**src/include/dpc_pkg.sv**
```systemverilog
// dpc_pkg: register map, field layout, reset values and threshold tables
package dpc_pkg;

    // ------------------------------------------------------------
    // register port geometry
    // ------------------------------------------------------------
    localparam int ADDR_W = 5;                          // register address width
    localparam int DATA_W = 8;                          // register data width
    localparam logic [4:0] OFF_DATA_PATH_CONFIG = 5'h0E; // write-only config
    localparam logic [4:0] OFF_PATH_STATUS = 5'h1F;      // read-only block state

    // ------------------------------------------------------------
    // data_path_config field positions
    // ------------------------------------------------------------
    localparam int BIT_WORD_MODE = 0;       // byte or word transfers
    localparam int BIT_LANE_ORDER = 1;      // byte_lane_order
    localparam int BIT_LONG_ADDR = 2;       // long_address_choice
    localparam int BIT_LOOPBACK = 3;        // loopback_choice, low = loopback
    localparam int BIT_AUTO_REMOTE = 4;     // auto-initialize remote
    localparam int BIT_THR_LOW = 5;         // fifo_threshold_low
    localparam int BIT_THR_HIGH = 6;        // fifo_threshold_high
    localparam int CFG_BITS = 7;            // stored bits, top bit dropped

    // reset: long address and normal operation, all else clear
    localparam logic [6:0] CFG_RESET = 7'h0C;

    // ------------------------------------------------------------
    // fifo and threshold constants
    // ------------------------------------------------------------
    localparam int FIFO_BYTES = 16;                     // fifo depth in bytes
    localparam int LEVEL_W = 5;                         // fill level width
    localparam logic [4:0] TX_THR_OFFSET = 5'h0D;       // 13 bytes
    localparam logic [3:0] THR_WORDS_0 = 4'h1;          // code 00
    localparam logic [3:0] THR_WORDS_1 = 4'h2;          // code 01
    localparam logic [3:0] THR_WORDS_2 = 4'h4;          // code 10
    localparam logic [3:0] THR_WORDS_3 = 4'h6;          // code 11
    localparam logic [3:0] THR_BYTES_0 = 4'h2;          // code 00
    localparam logic [3:0] THR_BYTES_1 = 4'h4;          // code 01
    localparam logic [3:0] THR_BYTES_2 = 4'h8;          // code 10
    localparam logic [3:0] THR_BYTES_3 = 4'hC;          // code 11

    // ------------------------------------------------------------
    // path_status field positions
    // ------------------------------------------------------------
    localparam int ST_WORD_MODE = 0;        // word transfers in force
    localparam int ST_SWAPPED = 1;          // lanes really swapped
    localparam int ST_LONG_ADDR = 2;        // 32-bit addressing in force
    localparam int ST_LOOPBACK = 3;         // loopback in force
    localparam int ST_AUTO_REMOTE = 4;      // send command honoured
    localparam int ST_BUS_REQ = 5;          // bus request now
    localparam int ST_SEND_REFUSED = 6;     // sticky: send command dropped

endpackage : dpc_pkg

```
**src/verilog/dpc_top.sv**
```systemverilog
// dpc_top: dma data path configuration register and its steering logic
`timescale 1ns/1ps
// Notes on behaviour
// - width bit picks byte or word transfers
// - word mode: 32k words, address bit zero low
// - order bit clear: msb upper lane, else swapped
// - byte mode ignores the byte order bit
// - long address bit: dual 16 or single 32
// - 32-bit mode drives remote start as upper address
// - long address bit set at power up
// - loopback bit clear means loopback, set normal
// - auto remote gates the send packet command
// - threshold code sets request level and burst
// - codes mean 1,2,4,6 words or 2,4,8,12 bytes
// - receive: request once fifo holds threshold
// - transmit: request point 13 bytes less the receive threshold
module dpc_top #(
    parameter int LANE_W = 8,
    parameter int FIFO_DEPTH = dpc_pkg::FIFO_BYTES
) (
    input wire logic sys_clk,
    input wire logic rst_n,
    input wire logic [dpc_pkg::ADDR_W-1:0] reg_addr,
    input wire logic [dpc_pkg::DATA_W-1:0] reg_wdata,
    input wire logic reg_wr,
    input wire logic reg_rd,
    output logic [dpc_pkg::DATA_W-1:0] reg_rdata,
    input wire logic [15:0] dma_addr,
    input wire logic [7:0] remote_start_low,
    input wire logic [7:0] remote_start_high,
    input wire logic [LANE_W-1:0] dma_msb_byte,
    input wire logic [LANE_W-1:0] dma_lsb_byte,
    input wire logic receiving,
    input wire logic transmitting,
    input wire logic [dpc_pkg::LEVEL_W-1:0] rx_fifo_level,
    input wire logic [dpc_pkg::LEVEL_W-1:0] tx_fifo_level,
    input wire logic send_packet_cmd,
    output logic [LANE_W-1:0] muxed_bus_upper_lane,
    output logic [LANE_W-1:0] muxed_bus_lower_lane,
    output logic [15:0] addr_out,
    output logic [15:0] upper_address_lines,
    output logic word_mode,
    output logic long_address_mode,
    output logic loopback_active,
    output logic auto_remote_en,
    output logic [3:0] burst_len,
    output logic bus_request_out,
    output logic remote_autoinit
);
    import dpc_pkg::*;

    // ------------------------------------------------------------
    // elaboration checks
    // ------------------------------------------------------------
    // the threshold tables and the 13-byte offset assume these sizes
    generate
        if (LANE_W != 8) begin : g_bad_lane
            $error("dpc_top: LANE_W must be 8");
        end
        if (FIFO_DEPTH != FIFO_BYTES) begin : g_bad_depth
            $error("dpc_top: FIFO_DEPTH must equal the fifo byte depth");
        end
    endgenerate

    // ------------------------------------------------------------
    // configuration register
    // ------------------------------------------------------------
    logic [CFG_BITS-1:0] data_path_config; // stored config, seven live bits
    logic send_refused;                    // sticky: send command dropped

    // write decode for the config register
    wire logic cfg_hit;
    assign cfg_hit = reg_wr && (reg_addr == OFF_DATA_PATH_CONFIG);

    // status read decode, clears the sticky bit
    wire logic status_rd;
    assign status_rd = reg_rd && (reg_addr == OFF_PATH_STATUS);

    // config store; bit 7 of the write data is dropped
    always_ff @(posedge sys_clk or negedge rst_n) begin
        if (!rst_n) begin
            data_path_config <= CFG_RESET; // long address set
        end else if (cfg_hit) begin
            data_path_config <= reg_wdata[CFG_BITS-1:0]; // top bit ignored
        end
    end

    // ------------------------------------------------------------
    // field decode
    // ------------------------------------------------------------
    wire logic cfg_word;       // word transfers selected
    wire logic cfg_order;      // byte_lane_order as written
    wire logic cfg_long;       // long_address_choice
    wire logic cfg_loop_n;     // loopback_choice, low means loopback
    wire logic cfg_auto;       // auto remote
    wire logic [1:0] thr_code; // fifo_threshold_high, fifo_threshold_low
    assign cfg_word = data_path_config[BIT_WORD_MODE];
    assign cfg_order = data_path_config[BIT_LANE_ORDER];
    assign cfg_long = data_path_config[BIT_LONG_ADDR];
    assign cfg_loop_n = data_path_config[BIT_LOOPBACK];
    assign cfg_auto = data_path_config[BIT_AUTO_REMOTE];
    assign thr_code = {data_path_config[BIT_THR_HIGH], data_path_config[BIT_THR_LOW]};

    // order only counts in word mode
    wire logic eff_swap;
    assign eff_swap = cfg_word && cfg_order;

    // ------------------------------------------------------------
    // threshold tables
    // ------------------------------------------------------------
    // threshold in transfers: words in word mode, bytes in byte mode
    wire logic [3:0] thr_words;
    wire logic [3:0] thr_bytes;
    assign thr_words = (thr_code == 2'b00) ? THR_WORDS_0 :
                       (thr_code == 2'b01) ? THR_WORDS_1 :
                       (thr_code == 2'b10) ? THR_WORDS_2 : THR_WORDS_3;
    assign thr_bytes = (thr_code == 2'b00) ? THR_BYTES_0 :
                       (thr_code == 2'b01) ? THR_BYTES_1 :
                       (thr_code == 2'b10) ? THR_BYTES_2 : THR_BYTES_3;

    // burst length in transfers of the selected width
    wire logic [3:0] next_burst;
    assign next_burst = cfg_word ? thr_words : thr_bytes;

    // receive threshold measured in fifo bytes: same byte count either mode
    wire logic [LEVEL_W-1:0] rx_thr;
    assign rx_thr = {1'b0, thr_bytes};

    // transmit point: 13 bytes less the receive threshold
    wire logic [LEVEL_W-1:0] tx_thr;
    assign tx_thr = TX_THR_OFFSET - rx_thr;

    // ------------------------------------------------------------
    // bus request
    // ------------------------------------------------------------
    // receive: fifo filled from the network to the threshold
    wire logic rx_req;
    assign rx_req = receiving && (rx_fifo_level >= rx_thr);

    // transmit: fifo drained to the transmit point, local dma refills
    wire logic tx_req;
    assign tx_req = transmitting && (tx_fifo_level <= tx_thr);

    // receive side has priority when both report activity
    wire logic next_bus_request_out;
    assign next_bus_request_out = receiving ? rx_req : tx_req;

    // ------------------------------------------------------------
    // address steering
    // ------------------------------------------------------------
    // word mode holds a0 low: 15 address bits, 32k words
    wire logic [15:0] next_addr;
    assign next_addr = cfg_word ? {dma_addr[15:1], 1'b0} : dma_addr;

    // long mode issues the remote start pair as upper_address_lines
    wire logic [15:0] next_upper_addr;
    assign next_upper_addr = cfg_long ? {remote_start_high, remote_start_low} : 16'h0000;

    // ------------------------------------------------------------
    // send packet command
    // ------------------------------------------------------------
    // honoured only with auto remote set; otherwise dropped and flagged
    wire logic send_ok;
    wire logic send_drop;
    assign send_ok = send_packet_cmd && cfg_auto;
    assign send_drop = send_packet_cmd && !cfg_auto;

    // ------------------------------------------------------------
    // status readback
    // ------------------------------------------------------------
    wire logic [DATA_W-1:0] status_word;
    assign status_word = {1'b0,
                          send_refused,
                          bus_request_out,
                          cfg_auto,
                          !cfg_loop_n,
                          cfg_long,
                          eff_swap,
                          cfg_word};

    // read mux: config is write-only, unmapped reads give zero
    wire logic [DATA_W-1:0] next_rdata;
    assign next_rdata = status_rd ? status_word : 8'h00;

    // ------------------------------------------------------------
    // registered outputs
    // ------------------------------------------------------------
    // mode flags seen by the dma counters and the network side
    always_ff @(posedge sys_clk or negedge rst_n) begin
        if (!rst_n) begin
            word_mode <= 1'b0;
            long_address_mode <= 1'b1;
            loopback_active <= 1'b0;
            auto_remote_en <= 1'b0;
            burst_len <= 4'h0;
        end else begin
            word_mode <= cfg_word;
            long_address_mode <= cfg_long;
            loopback_active <= !cfg_loop_n;
            auto_remote_en <= cfg_auto;
            burst_len <= next_burst;
        end
    end

    // bus request and address lines
    always_ff @(posedge sys_clk or negedge rst_n) begin
        if (!rst_n) begin
            bus_request_out <= 1'b0;
            addr_out <= 16'h0000;
            upper_address_lines <= 16'h0000;
        end else begin
            bus_request_out <= next_bus_request_out;
            addr_out <= next_addr;
            upper_address_lines <= next_upper_addr;
        end
    end

    // remote auto-init pulse, one cycle per honoured command
    always_ff @(posedge sys_clk or negedge rst_n) begin
        if (!rst_n) begin
            remote_autoinit <= 1'b0;
        end else begin
            remote_autoinit <= send_ok;
        end
    end

    // sticky refused flag: a new drop wins over the read clear
    always_ff @(posedge sys_clk or negedge rst_n) begin
        if (!rst_n) begin
            send_refused <= 1'b0;
        end else if (send_drop) begin
            send_refused <= 1'b1;
        end else if (status_rd) begin
            send_refused <= 1'b0;
        end
    end

    // read data, valid the cycle after the read strobe
    always_ff @(posedge sys_clk or negedge rst_n) begin
        if (!rst_n) begin
            reg_rdata <= 8'h00;
        end else begin
            reg_rdata <= next_rdata;
        end
    end

    // ------------------------------------------------------------
    // byte lane steering
    // ------------------------------------------------------------
    // width and order applied to both local and remote dma data
    dpc_lane_steer #(
        .LANE_W(LANE_W)
    ) u_lane_steer (
        .sys_clk(sys_clk),
        .rst_n(rst_n),
        .word_mode(cfg_word),
        .swap(eff_swap),
        .msb_byte(dma_msb_byte),
        .lsb_byte(dma_lsb_byte),
        .upper_lane(muxed_bus_upper_lane),
        .lower_lane(muxed_bus_lower_lane)
    );

endmodule : dpc_top

```
**src/verilog/dpc_lane_steer.sv**
```systemverilog
// dpc_lane_steer: registered byte-lane steering onto the multiplexed bus
`timescale 1ns/1ps
module dpc_lane_steer #(
    parameter int LANE_W = 8
) (
    input wire logic sys_clk,
    input wire logic rst_n,
    input wire logic word_mode,
    input wire logic swap,
    input wire logic [LANE_W-1:0] msb_byte,
    input wire logic [LANE_W-1:0] lsb_byte,
    output logic [LANE_W-1:0] upper_lane,
    output logic [LANE_W-1:0] lower_lane
);

    // ------------------------------------------------------------
    // lane selection
    // ------------------------------------------------------------
    // byte mode: lsb byte alone on the lower lane, upper lane idle
    wire logic [LANE_W-1:0] next_upper;
    wire logic [LANE_W-1:0] next_lower;
    assign next_upper = !word_mode ? '0 : (swap ? lsb_byte : msb_byte);
    assign next_lower = !word_mode ? lsb_byte : (swap ? msb_byte : lsb_byte);

    // output flops
    always_ff @(posedge sys_clk or negedge rst_n) begin
        if (!rst_n) begin
            upper_lane <= '0;
            lower_lane <= '0;
        end else begin
            upper_lane <= next_upper;
            lower_lane <= next_lower;
        end
    end

endmodule : dpc_lane_steer

```
**config.mk**
```make
export PLATFORM = sky130hd
export DESIGN_NAME = dpc_top
export DESIGN_NICKNAME = d
export VERILOG_FILES = /design/src/include/dpc_pkg.sv /design/src/verilog/dpc_top.sv /design/src/verilog/dpc_lane_steer.sv
export SDC_FILE = /design/constraint.sdc
export NUM_CORES = 1
export LEC_CHECK = 0
export BUFFER_PORTS_ARGS = -buffer_cell sky130_fd_sc_hd__buf_2
export CAP_MARGIN = 0
export CORE_MARGIN = 1
export CORE_UTILIZATION = 47
export CTS_CLUSTER_SIZE = 24
export DETAILED_ROUTE_END_ITERATION = 8
export GPL_TIMING_DRIVEN = 0
export PLACE_DENSITY = 0.94
export SYNTH_ARGS = -nofsm -noshare
export SYNTH_HDL_FRONTEND = slang
export SYNTH_SLANG_ARGS = --single-unit
```
**constraint.sdc**
```tcl
create_clock -name sys_clk -period 3.7 [get_ports sys_clk]
set_clock_uncertainty 0.2 [all_clocks]
set_input_delay 0.555 -clock sys_clk [delete_from_list [all_inputs] [get_ports sys_clk]]
set_output_delay 0.555 -clock sys_clk [all_outputs]
set_load 0.01 [all_outputs]
```
==> run summary <==
Root Buffer: clkbuf_8
number of global-route vias before repair: 1838
layout cells sized above 1: 54.2%
Post-Route Setup TNS: 0 ns
CTS tree: yes
CTS sink cnt: 73
Slew Viols, Final: 0
final hold vios: 0
Global Route Usage Sum: 19.9%
Peak VDD IR: 0.224 mV
Post-synth EDFFs: 0
Chip Height: 76.5 µm
total congestion overflow: 0
final worst-path cycle share: 49.2%
dpl hpwl: 4020 µm
Synth cell types: 29
actual slew at the worst max-slew pin: 0.873 ns
1st-iter DRT viols: 96
pwr/cell area: 510 nW/µm²
drt drc: 0
first-pass GRT wire length: 8800 µm
hold_buf cts: 0
final non-filler cell total: 406
Area Growth Syn to Fin: 37.7%
slowest library cell on the worst path: dfrtp_1
CP cell instances: inv_1 > nand2_1 > ha_1 > a21oi_1 > o21ai_0 > nor3b_1 > a311oi_1
GRT Max-Usage Layer: met2
core area: 5240 µm²
Yosys Warn Count: 0
Initial Utilization: 49.9%
Final Net Count: 416
htree depth: 3
Synth top cells by count: dfrtp_1 (70), and2_1 (23), mux2_2 (14)
max frequency: 550 MHz
grt met3 use: 5.63%
FFs w/ async S/R, synth: 100%
Synthesized Nets: 264
Detailed Routing Iterations Pass 1: 4
Final setup viols: 0
RePlAce Congestion: 0.692
initial antenna violation count: 0
ys flop type: dfrtp_1
CP Launch Type: flip-flop
leak pwr: 1.98 nW
grt met2 use: 33.3%
syn avg cell area: 14.6 µm²
Syn Inst Count: 179
Clock transition at path regs: 0.07 ns
GRT met1 Usage: 23.6%
fin crit period: 1.82 ns
RSZ-0062 raised after global routing: false
antenna-violating nets left: 0
Hold Crit Class: in -> async
Antenna diodes: 0
num ports: 144
DP Cell Count: 390
count leader, synth: dfrtp_1
Mapped Area: 2610 µm²
largest area contributor in the synthesized netlist: dfrtp_1
worst-path fanout max: 4
largest net degree at the start of global routing: 74
Die Wd: 76.5 µm
maxcap violations: 0
Synth top area share: 67.1%
Rel. slew slack: 41.8%
CP Data Arrival Time: 1.84 ns
row count: 26
vias per cell: 4.53
die area: 5860 µm²
largest cells by area after synthesis: dfrtp_1 (67%), mux2_2 (6.0%), and2_1 (5.5%), ha_1 (3.4%), mux2i_1 (3.1%)
Fillers: 396
Port Buffers: 141
sequential area share after synthesis: 70.1%
critical path required time: 3.72 ns
CP Class: reg -> reg
Routed WL: 5310 µm
Crit. End Element: flip-flop
via count: 1841
TritonCTS buffer count: 9
Routed WL per cell: 13.1 µm
outcome: finished clean
Skew-Pair Late Insertion Delay: 0.33 ns
clock buffer depth: 2
post-cts gate resize count: 0
post-synthesis register bit count: 73
Post-CTS Setup Inserts: 0
Max stage delay on crit path: 0.40 ns
## critical path, delay by kind of cell (launching register included)
family / cells / cell delay (ns)
buffers and inverters: 1 / 0.12
flip-flops: 1 / 0.40
AO/OA/AOI/OAI: 3 / 0.50
adder cells (fa/ha/maj): 1 / 0.29
AND/OR/NAND/NOR: 2 / 0.22
## per-stage QoR
stage | setup WS, ns | total power [mW] | cell area [µm²] | utilization, % | hold WS [ns]
after floorplan | 2.03 | 1.10 | 2610 | - | 0.0594
after CTS | 1.87 | 1.85 | 3590 | 68.6 | 0.110
after global placement | 1.58 | 1.25 | 3400 | 65.0 | 0.159
after global routing | 1.68 | 1.93 | 3590 | 68.6 | 0.105
after detailed placement | 1.79 | 1.27 | 3410 | 65.1 | 0.163
final | 1.88 | 1.83 | 3590 | 68.6 | 0.126
## power breakdown
group,total (mW),internal (mW),switching (mW)
clock,0.585,0.311,0.275
sequential,0.920,0.888,0.0316
combinational,0.327,0.155,0.172
total,1.83,1.35,0.478
## flip-flops by register name, indices dropped and copies added (netlist names)
name	flops
u_lane_steer.lower_lane	8
word_mode	1
loopback_active	1
long_address_mode	1
bus_request_out	1
send_refused	1
u_lane_steer.upper_lane	8
data_path_config	7
upper_address_lines	16
reg_rdata	7
burst_len	4
addr_out	16
remote_autoinit	1
auto_remote_en	1
## layout make-up
type | instances | area, µm² | share of cell area, %
multi-input cells | 94 | 726 | 20.2
flip-flops and latches | 73 | 1830 | 50.9
clock inverters | 5 | 56.3 | 1.57
plain buffers | 6 | 32.5 | 0.905
well taps | 70 | 87.6 | 2.44
inverters | 6 | 22.5 | 0.627
repair buffers | 141 | 708 | 19.7
clock buffers | 11 | 131 | 3.65
## kinds of logic (layout without fill, tap and decap cells)
| logic type | Yosys count | after routing | synth area share (%) |
|---|---|---|---|
| flip-flops | 73 | 73 | 70.1 |
| AND/OR/NAND/NOR | 53 | 53 | 12.5 |
| multiplexers | 23 | 23 | 9.68 |
| buffers and inverters | 12 | 169 | 2.11 |
| AO/OA/AOI/OAI | 9 | 9 | 1.96 |
| adder cells (fa/ha/maj) | 7 | 7 | 3.35 |
| other | 2 | 2 | 0.288 |
## worst paths after layout
| kind | start | end | slack (ns) | depth (start not counted) |
|---|---|---|---|---|
| worst max register to register | data_path_config[5]$_DFFE_PN0P_ | bus_request_out$_DFF_PN0_ | 1.88 | 7 |
| worst min-delay path | rst_n | upper_address_lines[11]$_DFF_PN0_ | 0.13 | 1 |
| worst min register to register | data_path_config[0]$_DFFE_PN0P_ | word_mode$_DFF_PN0_ | 0.17 | 0 |
| min in group sys_clk | dma_addr[2] | addr_out[2]$_DFF_PN0_ | 0.13 | 1 |
| worst max-delay path | data_path_config[5]$_DFFE_PN0P_ | bus_request_out$_DFF_PN0_ | 1.88 | 7 |
| max in group asynchronous | rst_n | data_path_config[5]$_DFFE_PN0P_ | 2.59 | 1 |
## per-layer routing
layer / vias to the layer above / part of all wire [%]
met5: - / 0
met4: 0 / 0.90
met3: 4 / 6.2
met2: 89 / 54
met1: 864 / 39
li1: 884 / -
## layout by cell type (no fill, tap or decap), drive strengths merged, types with 3 or more instances in the layout
| cell | count |
|---|---|
| mux2i | 8 |
| nor2b | 9 |
| o21ai | 5 |
| and2 | 23 |
| inv | 6 |
| clkinv | 3 |
| dfrtp | 70 |
| clkbuf | 14 |
| nor2 | 7 |
| nand2 | 7 |
| ha | 7 |
| dfstp | 3 |
| buf | 144 |
| mux2 | 15 |
Note: power is estimated with default switching activity, not from simulation.
